File: src/logic/srl_pkg.sv
package srl_pkg;
    // Register byte offsets on the APB
    localparam logic [7:0] ctrl_off = 8'h00;
    localparam logic [7:0] src_off = 8'h04;
    localparam logic [7:0] stat_off = 8'h08;
    // Primary control fields
    localparam int en_bit = 7;
    localparam int div_hi = 6;
    localparam int div_lo = 4;
    localparam int qen_bit = 3;
    localparam int nqen_bit = 2;
    localparam int sps_bit = 1;
    localparam int spr_bit = 0;
    // Source select fields
    localparam int pse_bit = 7;
    localparam int cse_bit = 6;
    localparam int rsv_hi_bit = 5;
    localparam int kse_bit = 4;
    localparam int pre_bit = 3;
    localparam int cre_bit = 2;
    localparam int rsv_lo_bit = 1;
    localparam int kre_bit = 0;
    // Reset values
    localparam logic [7:0] ctrl_rst = 8'h00;
    localparam logic [7:0] src_rst = 8'h00;
    // Divider: period is 4 shifted left by the field code
    localparam logic [9:0] div_base = 10'h004;
    localparam int div_w = 10;
endpackage : srl_pkg

File: src/logic/srl_top.sv
// Chosen here: the address map and register access over APB.
`timescale 1ns/1ps
// Function
// Latch enable bit turns the latch function on; zero disables it.
// Divider field gives a one-cycle pulse every 4 to 512 cycles.
// True output pin shows Q when latch and its enable are set.
// Inverted output pin shows not-Q when latch and its enable set.
// Writing one to software set bit pulses set for one cycle.
// Writing one to software reset bit pulses reset for one cycle.
// Software set and reset bits are write-only and read zero.
// Pin-set enable lets a high input pin set the latch.
// Clock-set enable lets the divider pulse set the latch.
// Comparator-set enable lets a high comparator output set the latch.
// Pin-reset enable lets a high input pin reset the latch.
// Clock-reset enable lets the divider pulse reset the latch.
// Comparator-reset enable lets a high comparator output reset the latch.
// Reserved source-select bits read zero; software keeps them zero.
// Both control registers clear to zero on every reset.
// Reset wins when set and reset are asserted together.
// All set and reset sources are active-high.
// Software must force the latch to a known state before output.
// Set term ORs enabled set sources; reset term ORs reset sources.
module srl_top (
    // Clock, reset, enable
    input wire logic pclk,
    input wire logic presetn,
    input wire logic clk_en,
    // APB slave
    input wire logic psel,
    input wire logic penable,
    input wire logic pwrite,
    input wire logic [7:0] paddr,
    input wire logic [31:0] pwdata,
    input wire logic [3:0] pstrb,
    output logic [31:0] prdata,
    output logic pready,
    output logic pslverr,
    // Latch sources
    input wire logic external_latch_input_pin,
    input wire logic comparator_output,
    // Latch outputs
    output logic true_output_pin,
    output logic inverted_output_pin
);
    logic [7:0] ctrl_r;
    logic [7:0] src_r;
    logic sw_set_r;
    logic sw_rst_r;
    logic q_r;
    logic [srl_pkg::div_w-1:0] div_cnt_r;
    logic div_pulse_r;
    logic pin_s;
    logic cmp_s;
    logic set_term;
    logic rst_term;
    logic wr_acc;
    logic rd_acc;
    logic [srl_pkg::div_w-1:0] period;
    logic ctrl_wr;
    logic src_wr;
    logic setup_cyc;
    logic div_wrap;
    logic latch_on;

    function automatic logic [srl_pkg::div_w-1:0] div_period(input logic [2:0] code);
        div_period = srl_pkg::div_base << code;
    endfunction : div_period

    // Register decode is shared by the write path, the pulses and the error flag
    function automatic logic addr_is(input logic [7:0] addr, input logic [7:0] off);
        addr_is = (addr == off);
    endfunction : addr_is

    function automatic logic addr_mapped(input logic [7:0] addr);
        addr_mapped = addr_is(addr, srl_pkg::ctrl_off)
            || addr_is(addr, srl_pkg::src_off)
            || addr_is(addr, srl_pkg::stat_off);
    endfunction : addr_mapped

    // Pulse bits are never stored, so they always read back as zero
    function automatic logic [7:0] ctrl_store(input logic [7:0] wd);
        ctrl_store = wd;
        ctrl_store[srl_pkg::sps_bit] = 1'b0;
        ctrl_store[srl_pkg::spr_bit] = 1'b0;
    endfunction : ctrl_store

    // Reserved positions are forced clear even if software breaks the rule
    function automatic logic [7:0] src_store(input logic [7:0] wd);
        src_store = wd;
        src_store[srl_pkg::rsv_hi_bit] = 1'b0;
        src_store[srl_pkg::rsv_lo_bit] = 1'b0;
    endfunction : src_store

    // A pin follows its level only while the latch and that pin's enable are on
    function automatic logic pin_drive(input logic active, input logic oen, input logic lvl);
        pin_drive = active & oen & lvl;
    endfunction : pin_drive

    // Only the low byte is implemented; upper bits and unmapped words read zero
    function automatic logic [31:0] read_word(input logic [7:0] addr, input logic [7:0] ctrl,
        input logic [7:0] src, input logic q);
        if (addr_is(addr, srl_pkg::ctrl_off))
        begin
            read_word = {24'h000000, ctrl};
        end
        else if (addr_is(addr, srl_pkg::src_off))
        begin
            read_word = {24'h000000, src};
        end
        else if (addr_is(addr, srl_pkg::stat_off))
        begin
            read_word = {{31{1'b0}}, q};
        end
        else
        begin
            read_word = '0;
        end
    endfunction : read_word

    // Pin crosses domains; comparator is treated as asynchronous too
    srl_sync u_pin_sync (
        .pclk(pclk),
        .presetn(presetn),
        .clk_en(clk_en),
        .d_in(external_latch_input_pin),
        .d_out(pin_s)
    );
    srl_sync u_cmp_sync (
        .pclk(pclk),
        .presetn(presetn),
        .clk_en(clk_en),
        .d_in(comparator_output),
        .d_out(cmp_s)
    );

    // Zero-wait-state slave: answer in the access cycle
    assign wr_acc = psel && penable && pwrite && clk_en;
    assign rd_acc = psel && !penable && !pwrite && clk_en;
    assign setup_cyc = psel && !penable;
    // Only byte lane zero carries register data
    assign ctrl_wr = wr_acc && pstrb[0] && addr_is(paddr, srl_pkg::ctrl_off);
    assign src_wr = wr_acc && pstrb[0] && addr_is(paddr, srl_pkg::src_off);

    always_ff @(posedge pclk or negedge presetn)
    begin
        if (!presetn)
        begin
            ctrl_r <= srl_pkg::ctrl_rst;
        end
        else if (ctrl_wr)
        begin
            ctrl_r <= ctrl_store(pwdata[7:0]);
        end
    end

    always_ff @(posedge pclk or negedge presetn)
    begin
        if (!presetn)
        begin
            src_r <= srl_pkg::src_rst;
        end
        else if (src_wr)
        begin
            src_r <= src_store(pwdata[7:0]);
        end
    end

    // Self-clearing one-cycle software pulses; writing zero does nothing
    always_ff @(posedge pclk or negedge presetn)
    begin
        if (!presetn)
        begin
            sw_set_r <= 1'b0;
        end
        else if (clk_en)
        begin
            sw_set_r <= ctrl_wr && pwdata[srl_pkg::sps_bit];
        end
    end

    always_ff @(posedge pclk or negedge presetn)
    begin
        if (!presetn)
        begin
            sw_rst_r <= 1'b0;
        end
        else if (clk_en)
        begin
            sw_rst_r <= ctrl_wr && pwdata[srl_pkg::spr_bit];
        end
    end

    assign period = div_period(ctrl_r[srl_pkg::div_hi:srl_pkg::div_lo]);

    // Free-running divider; the compare makes a shorter code take effect at once
    assign div_wrap = (div_cnt_r >= period - srl_pkg::div_w'(1));

    always_ff @(posedge pclk or negedge presetn)
    begin
        if (!presetn)
        begin
            div_cnt_r <= '0;
        end
        else if (clk_en)
        begin
            if (div_wrap)
            begin
                div_cnt_r <= '0;
            end
            else
            begin
                div_cnt_r <= div_cnt_r + srl_pkg::div_w'(1);
            end
        end
    end

    // Pulse is one clock wide, once per wrap of the counter
    always_ff @(posedge pclk or negedge presetn)
    begin
        if (!presetn)
        begin
            div_pulse_r <= 1'b0;
        end
        else if (clk_en)
        begin
            div_pulse_r <= div_wrap;
        end
    end

    // Active-high sources, OR-combined per side
    assign set_term = sw_set_r
        | (src_r[srl_pkg::pse_bit] & pin_s)
        | (src_r[srl_pkg::cse_bit] & div_pulse_r)
        | (src_r[srl_pkg::kse_bit] & cmp_s);
    assign rst_term = sw_rst_r
        | (src_r[srl_pkg::pre_bit] & pin_s)
        | (src_r[srl_pkg::cre_bit] & div_pulse_r)
        | (src_r[srl_pkg::kre_bit] & cmp_s);

    // The latch has no defined state after reset; clearing it here only keeps
    // simulation free of unknowns, so software must still set or clear it
    // before it turns an output pin on
    always_ff @(posedge pclk or negedge presetn)
    begin
        if (!presetn)
        begin
            q_r <= 1'b0;
        end
        else if (clk_en)
        begin
            if (rst_term)
            begin
                q_r <= 1'b0;
            end
            else if (set_term)
            begin
                q_r <= 1'b1;
            end
        end
    end

    // Outputs off while the latch is disabled
    assign latch_on = ctrl_r[srl_pkg::en_bit];

    always_ff @(posedge pclk or negedge presetn)
    begin
        if (!presetn)
        begin
            true_output_pin <= 1'b0;
        end
        else if (clk_en)
        begin
            true_output_pin <= pin_drive(latch_on, ctrl_r[srl_pkg::qen_bit], q_r);
        end
    end

    always_ff @(posedge pclk or negedge presetn)
    begin
        if (!presetn)
        begin
            inverted_output_pin <= 1'b0;
        end
        else if (clk_en)
        begin
            inverted_output_pin <= pin_drive(latch_on, ctrl_r[srl_pkg::nqen_bit], ~q_r);
        end
    end

    // Ready is registered from the setup cycle, so no access ever waits
    always_ff @(posedge pclk or negedge presetn)
    begin
        if (!presetn)
        begin
            pready <= 1'b0;
            pslverr <= 1'b0;
        end
        else if (clk_en)
        begin
            pready <= setup_cyc;
            pslverr <= setup_cyc && !addr_mapped(paddr);
        end
    end

    // Read data captured in setup so that it stands through the access cycle
    always_ff @(posedge pclk or negedge presetn)
    begin
        if (!presetn)
        begin
            prdata <= '0;
        end
        else if (rd_acc)
        begin
            prdata <= read_word(paddr, ctrl_r, src_r, q_r);
        end
    end
endmodule : srl_top

File: src/logic/srl_sync.sv
`timescale 1ns/1ps
// Three-stage synchroniser; a change counts once stages two and three agree
module srl_sync (
    // Clock and reset
    input wire logic pclk,
    input wire logic presetn,
    input wire logic clk_en,
    // Data
    input wire logic d_in,
    output logic d_out
);
    logic s1_r;
    logic s2_r;
    logic s3_r;

    always_ff @(posedge pclk or negedge presetn)
    begin
        if (!presetn)
        begin
            s1_r <= 1'b0;
            s2_r <= 1'b0;
            s3_r <= 1'b0;
            d_out <= 1'b0;
        end
        else if (clk_en)
        begin
            s1_r <= d_in;
            s2_r <= s1_r;
            s3_r <= s2_r;
            if (s2_r == s3_r)
            begin
                d_out <= s3_r;
            end
        end
    end
endmodule : srl_sync

File: config.mk
export PLATFORM = sky130hd
export DESIGN_NAME = srl_top
export DESIGN_NICKNAME = d
export VERILOG_FILES = /design/src/logic/srl_pkg.sv /design/src/logic/srl_top.sv /design/src/logic/srl_sync.sv
export SDC_FILE = /design/constraint.sdc
export NUM_CORES = 1
export LEC_CHECK = 0
export BUFFER_PORTS_ARGS = -buffer_cell sky130_fd_sc_hd__buf_2
export CAP_MARGIN = 20
export CORE_MARGIN = 2
export CORE_UTILIZATION = 50
export CTS_CLUSTER_DIAMETER = 30
export DETAILED_ROUTE_END_ITERATION = 8
export PLACE_DENSITY = 0.8
export RECOVER_POWER = 100
export SYNTH_ARGS = -nofsm -noshare
export SYNTH_HDL_FRONTEND = slang
export SYNTH_SLANG_ARGS = --single-unit
File: constraint.sdc
create_clock -name pclk -period 2.6 [get_ports pclk]
set_input_delay 0.52 -clock pclk [delete_from_list [all_inputs] [get_ports pclk]]
set_output_delay 0.52 -clock pclk [all_outputs]
set_load 0.02 [all_outputs]
==> results of run 1 <==
[state kept, by name, indices dropped and copies added, names as in the netlist]
signal               flops
prdata                   7
pready                   1
u_cmp_sync.s2_r          1
div_pulse_r              1
u_pin_sync.s1_r          1
u_cmp_sync.d_out         1
sw_rst_r                 1
u_pin_sync.d_out         1
q_r                      1
pslverr                  1
true_output_pin          1
ctrl_r                   6
inverted_output_pin      1
u_cmp_sync.s1_r          1
u_pin_sync.s2_r          1
div_cnt_r               10
sw_set_r                 1
u_pin_sync.s3_r          1
u_cmp_sync.s3_r          1
src_r                    6
[placed cells by master (no fill, tap or decap), types with 6 or more instances in the layout]
cell / synthesis / routed
clkbuf_1: 2 / 17
buf_2: 1 / 21
inv_1: 10 / 11
dfrtp_1: 45 / 45
and3_1: 6 / 6
a21oi_1: 13 / 13
conb_1: 2 / 26
o21ai_0: 16 / 16
ha_1: 9 / 9
nand2_1: 8 / 8
mux2_2: 17 / 17
nand3_1: 6 / 6
nor2_1: 6 / 7
[area by class of cell]
cell class / instances / share of cell area [%]
clock buffer: 6 / 2.71
clock inverter: 2 / 1.45
inverter: 11 / 1.54
multi-input combinational: 158 / 42.4
sequential: 45 / 42.1
tap: 67 / 3.14
timing repair buffer: 38 / 6.64
[stage by stage]
step	hold slack [ns]	worst slack [ns]	cells	total power, mW	util [%]
final	0.0243	0.145	327	1.72	56.6
after detailed placement	0.474	0.136	318	1.20	54.9
after global placement	0.470	0.231	318	1.18	54.9
after floorplan	0.224	0.526	245	1.14	-
after CTS	0.418	0.162	326	1.74	57.3
after global routing	0.0145	0.0167	327	1.82	56.6
[routing by layer]
metal	routed length, µm	vias to the layer above	GRT usage, %
li1	-	807	-
met1	2190	855	26.6
met2	2320	50	28.1
met3	232	4	5.56
met4	36	0	5.66
met5	0	-	0
[worst max-delay path by stage]
stage	start	to	slack, ns	depth (start not counted)
after floorplan	ctrl_r[6]$_DFFE_PN0P_	div_pulse_r$_DFFE_PN0P_	0.53	9
after global placement	ctrl_r[6]$_DFFE_PN0P_	div_pulse_r$_DFFE_PN0P_	0.23	7
after detailed placement	ctrl_r[6]$_DFFE_PN0P_	div_cnt_r[0]$_DFFE_PN0P_	0.14	7
after CTS	ctrl_r[6]$_DFFE_PN0P_	div_pulse_r$_DFFE_PN0P_	0.16	7
after global routing	ctrl_r[6]$_DFFE_PN0P_	div_pulse_r$_DFFE_PN0P_	0.02	7
final	ctrl_r[6]$_DFFE_PN0P_	div_cnt_r[0]$_DFFE_PN0P_	0.14	7
[cells by family (layout without fill, tap and decap cells)]
logic type               count (synthesis)  in the layout
AO/OA/AOI/OAI                           52             52
AND/OR/NAND/NOR                         50             50
flip-flops                              45             45
buffers and inverters                   42             57
multiplexers                            18             18
adder cells (fa/ha/maj)                  9              9
XOR/XNOR                                 3              3
other                                    2             26
[worst max-delay path: stages (launching register included)]
cell and delay [ns]:
dfrtp_1 0.49, nor3_1 0.10, ha_1 0.28, a21o_1 0.12, a21oi_2 0.07, o311ai_4 0.50, or2_0 0.62, mux2i_4 0.12
[where the power goes]
group          internal (mW)  switching [mW]  leakage (nW)
Sequential             0.764          0.0673         0.601
Clock                  0.289           0.244        0.0554
Combinational          0.154           0.201         0.630
==> summary.txt, run 1 <==
Outcome
  – Outcome: finished with violations
  – Violated checks: capacitance limit, slew limit

Hold path
  – Worst Hold Class: primary input to asynchronous set/reset pin

Place
  – Post-DP HPWL: 3380 µm
  – Gpl congestion: 0.861
  – Number of port buffers: 35
  – Dpl cell area: 2590 µm²

Logic synthesis
  – Synth Area in Compound Gates: 16.1%
  – Adder-cell area share of the yosys netlist: 4.59%
  – Post-synth EDFFs: 0
  – Synthesized area per cell: 11.1 µm²
  – Seq/Total Area, Yosys: 45.9%
  – Simple-gate share of the synthesized area: 12.6%
  – Post-Syn Instances: 221
  – Most frequent cells after synthesis: 45 x dfrtp_1, 26 x buf_4, 17 x mux2_2, 16 x o21ai_0, 13 x a21oi_1
  – Asr flop ratio synth: 100%
  – Flops & latches, synth: 45
  – Post-synth top area share: 45.9%
  – Synth Flop Type: dfrtp_1
  – Synth unique cells: 44
  – Mux contribution to synthesized area: 8.72%
  – Syn. warnings: 0
  – Count leader, synth: dfrtp_1
  – Cell taking the most area after synthesis: dfrtp_1
  – Post-synthesis xor/xnor area fraction: 1.07%
  – Post-Syn Area: 2450 µm²
  – Main combinational cell family by area after synthesis: compound AO/OA/AOI/OAI gates
  – Synth area leaders: dfrtp_1 46%, buf_4 8.0%, mux2_2 7.8%, ha_1 4.6%, o21ai_0 3.3%

STA
  – Hold Vio Cnt, Final: 0
  – Worst clock skew: 0.00489 ns
  – Final TNS setup: 0 ns
  – Tcrit/Tclk final: 94.4%
  – Max-slew violations: 43
  – Crit path time final: 2.46 ns
  – Peak Freq: 0.407 GHz
  – Final setup fails: 0
  – Relative slew slack: -22.8%
  – Slew at the pin with the worst max-slew slack: 1.84 ns
  – RSZ-0062 raised after global routing: false

Pwr
  – Leak Pwr: 1.29 nW
  – Pwr/cell area: 643 nW/µm²
  – VDD IR max: 0.360 mV

Clocking
  – Clk root buf: clkbuf_8
  – Clk sinks: 45
  – Clock buffer depth: 2
  – H-tree levels: 2
  – CTS Hold Bufs: 0
  – Clk pin slew, worst setup/hold paths: 0.08 ns
  – Post CTS Setup Buffer Count: 0
  – CTS Buf Count: 5
  – TritonCTS clock tree: done
  – Clock Latency Late Sink: 0.30 ns
  – Post-cts repair resize count: 0

Route
  – ANT nets after route: 0
  – Vias: 1716
  – DRT iter0 DRCs: 136
  – DR pass1 iterations: 4
  – Vias per cell: 5.25
  – DRC: 0
  – Drt total wl: 4780 µm
  – Routed len/inst: 14.6 µm

Critical path
  – R2R Setup Slk: 0.14 ns
  – R2R Path End: div_cnt_r[0]$_DFFE_PN0P_
  – Worst r2r src: ctrl_r[6]$_DFFE_PN0P_
  – Critical Path AT: 2.60 ns
  – WS Path Type: register to register
  – Critical path endpoint category: register
  – Critical Path Start Type: register
  – CP required: 2.74 ns
  – Worst Path Max Fanout: 10
  – Worst R2R Path Depth: 7

Floorplanning
  – Core area: 4720 µm²
  – Num rows: 25
  – Ports: 88
  – Die width: 74.1 µm
  – Die height: 74.1 µm
  – Die area: 5480 µm²
  – Initial core utilization: 51.9%

Final layout
  – Proportion of layout cells with a drive suffix above 1: 21.2%
  – Fill cells: 431
  – Layout area overhead: 8.97%
  – Sequential cell area: 1130 µm²
  – # nets final: 320
  – Multi-input logic area: 1130 µm²
  – Finished Cell Area: 2670 µm²
  – Diode count: 0

Global routing
  – All-Layer GR Usage: 18.8%
  – First-pass GRT wire length: 7770 µm
  – Largest net degree at the start of global routing: 46
  – Initial antenna violation count: 0
  – Grt total ovfl: 0
  – Number of global-route vias before repair: 1632

Run
  – Max-cap viol count: 1
(Power assumes the default switching activity.)
==> inputs of run 2 (changes only) <==
PLACE_DENSITY = unset   (was 0.8)
PLACE_DENSITY_LB_ADDON = 0.08   (was unset)
==> run 2 against run 1 <==
Against the previous run: the run now ends clean; worst setup slack improved by 0.14 ns; register-to-register slack improved by 0.14 ns; non-clock buffer count up 2; die area unchanged; clock power grew 1%; sequential share of layout area fell by 0.29 points.
==> summary.txt, run 2 (synthesis results as in run 1) <==
STA
  – Tcrit/Tclk final: 89.0%
  – RSZ-0062 raised after global routing: false
  – Final setup fails: 0
  – Crit path time final: 2.31 ns
  – Slack of the critical path: 0.287 ns
  – Worst clock skew: 0.00712 ns
  – Slew at the pin with the worst max-slew slack: 1.44 ns
  – Max-slew violations: 0
  – Final TNS setup: 0 ns
  – Final Hold Slack: 0.450 ns
  – Peak Freq: 0.432 GHz
  – Hold Vio Cnt, Final: 0
  – Relative slew slack: 3.72%

Critical path
  – CP delay by family, top: compound AO/OA/AOI/OAI gates
  – Worst Path Max Fanout: 9
  – Critical Path Start Type: register
  – Sequence of cells on the critical path: inv_1 -> ha_1 -> a211o_1 -> a21oi_1 -> o311ai_4 -> or2_0 -> o21a_1
  – CP peak stage delay: 0.48 ns
  – WS Path Type: register to register
  – Crit path max-delay cell type: dfrtp_1
  – Critical path endpoint category: register
  – CP required: 2.79 ns
  – Critical Path AT: 2.50 ns
  – Buffers and inverters on the worst path: 1

Final layout
  – # nets final: 322
  – Finished Cell Area: 2690 µm²
  – Top Registers: div_cnt_r: 10 flops, prdata: 7 flops
  – Diode count: 0
  – Most common cell after layout, fill and taps aside: dfrtp_1
  – Most frequent cells in the layout: 45 x dfrtp_1, 26 x conb_1, 22 x buf_2, 17 x mux2_2
  – Fill cells: 420
  – Post-Layout Cell Count: 329
  – Final core occ: 57.0%
  – Proportion of layout cells with a drive suffix above 1: 22.5%
  – Largest register FFs: 10
  – Layout area overhead: 9.74%
  – Biggest register: div_cnt_r

Floorplanning
  – Num rows: 25
  – Die width: 74.1 µm
  – Die area: 5480 µm²
  – Initial core utilization: 51.9%
  – Die height: 74.1 µm
  – Ports: 88
  – Core area: 4720 µm²

Clocking
  – CTS Buf Count: 5
  – Clock Latency Late Sink: 0.30 ns
  – Clk root buf: clkbuf_8
  – Post CTS Setup Buffer Count: 0
  – Clk pin slew, worst setup/hold paths: 0.09 ns
  – Post-cts repair resize count: 0
  – H-tree levels: 2
  – TritonCTS clock tree: done
  – CTS Hold Bufs: 0
  – Clock buffer depth: 2
  – Clk sinks: 45

Place
  – Post-DP HPWL: 3290 µm
  – Gpl congestion: 0.731
  – DP Worst Slack: 0.381 ns
  – Dpl cell area: 2620 µm²
  – Number of port buffers: 35
  – Dpl cells: 321

Route
  – Met2 WL post-DR: 1990 µm
  – Drt total wl: 4580 µm
  – DRT iter0 DRCs: 75
  – Vias: 1684
  – Routed len/inst: 13.9 µm
  – M1 WL: 2330 µm
  – Met3 WL: 230 µm
  – Top sig layer: met4
  – DR pass1 iterations: 4
  – DRC: 0
  – Vias per cell: 5.12
  – ANT nets after route: 0

Global routing
  – Initial antenna violation count: 0
  – Largest net degree at the start of global routing: 27
  – First-pass GRT wire length: 7490 µm
  – Grt total ovfl: 0
  – Number of global-route vias before repair: 1510
  – All-Layer GR Usage: 18.0%

Pwr
  – Pwr/cell area: 643 nW/µm²
  – Total power: 1.73 mW
  – VDD IR max: 0.416 mV
  – Leak Pwr: 1.29 nW

Run
  – Max-cap viol count: 0

Outcome
  – Outcome: completed

Hold path
  – Worst Hold Class: primary input to register
-- run 2: cell types whose count changed in the layout (fill, tap and decap cells not counted), sizes merged --
cell / change
clkinvlp: +1
clkbuf: -1
dlymetal6s4s: -1
buf: +3
-- run 2: cell type report --
| type | count | area, µm² | share of cell area (%) |
|---|---|---|---|
| Sequential cell | 45 | 1130 | 41.8 |
| Clock inverter | 3 | 46.3 | 1.72 |
| Tap cell | 67 | 83.8 | 3.11 |
| Clock buffer | 5 | 68.8 | 2.56 |
| Multi-Input combinational cell | 158 | 1140 | 42.4 |
| Inverter | 11 | 41.3 | 1.53 |
| Timing Repair Buffer | 40 | 185 | 6.88 |
-- run 2: path summary, 6_finish.rpt --
| kind | start | endpoint | slack (ns) | depth (start not counted) |
|---|---|---|---|---|
| hold / removal | comparator_output | u_cmp_sync.s1_r$_DFFE_PN0P_ | 0.45 | 2 |
| setup reg to reg | ctrl_r[6]$_DFFE_PN0P_ | div_pulse_r$_DFFE_PN0P_ | 0.29 | 7 |
| max in group asynchronous | presetn | div_cnt_r[5]$_DFFE_PN0P_ | 0.89 | 2 |
| hold reg to reg | sw_rst_r$_DFFE_PN0P_ | sw_rst_r$_DFFE_PN0P_ | 0.50 | 1 |
| min in group asynchronous | presetn | u_cmp_sync.s1_r$_DFFE_PN0P_ | 0.55 | 1 |
| setup / recovery | ctrl_r[6]$_DFFE_PN0P_ | div_pulse_r$_DFFE_PN0P_ | 0.29 | 7 |
-- run 2: metal layers --
metal | vias to the layer above | global-route usage [%]
met5 | - | 0
met4 | 0 | 5.05
met3 | 4 | 4.07
met2 | 62 | 26.2
met1 | 803 | 27.2
li1 | 815 | -
-- run 2: power by group --
part / switching (mW) / internal (mW) / leakage [nW]
clock network: 0.252 / 0.288 / 0.0543
registers: 0.0702 / 0.764 / 0.601
logic: 0.199 / 0.159 / 0.636
total: 0.521 / 1.21 / 1.29
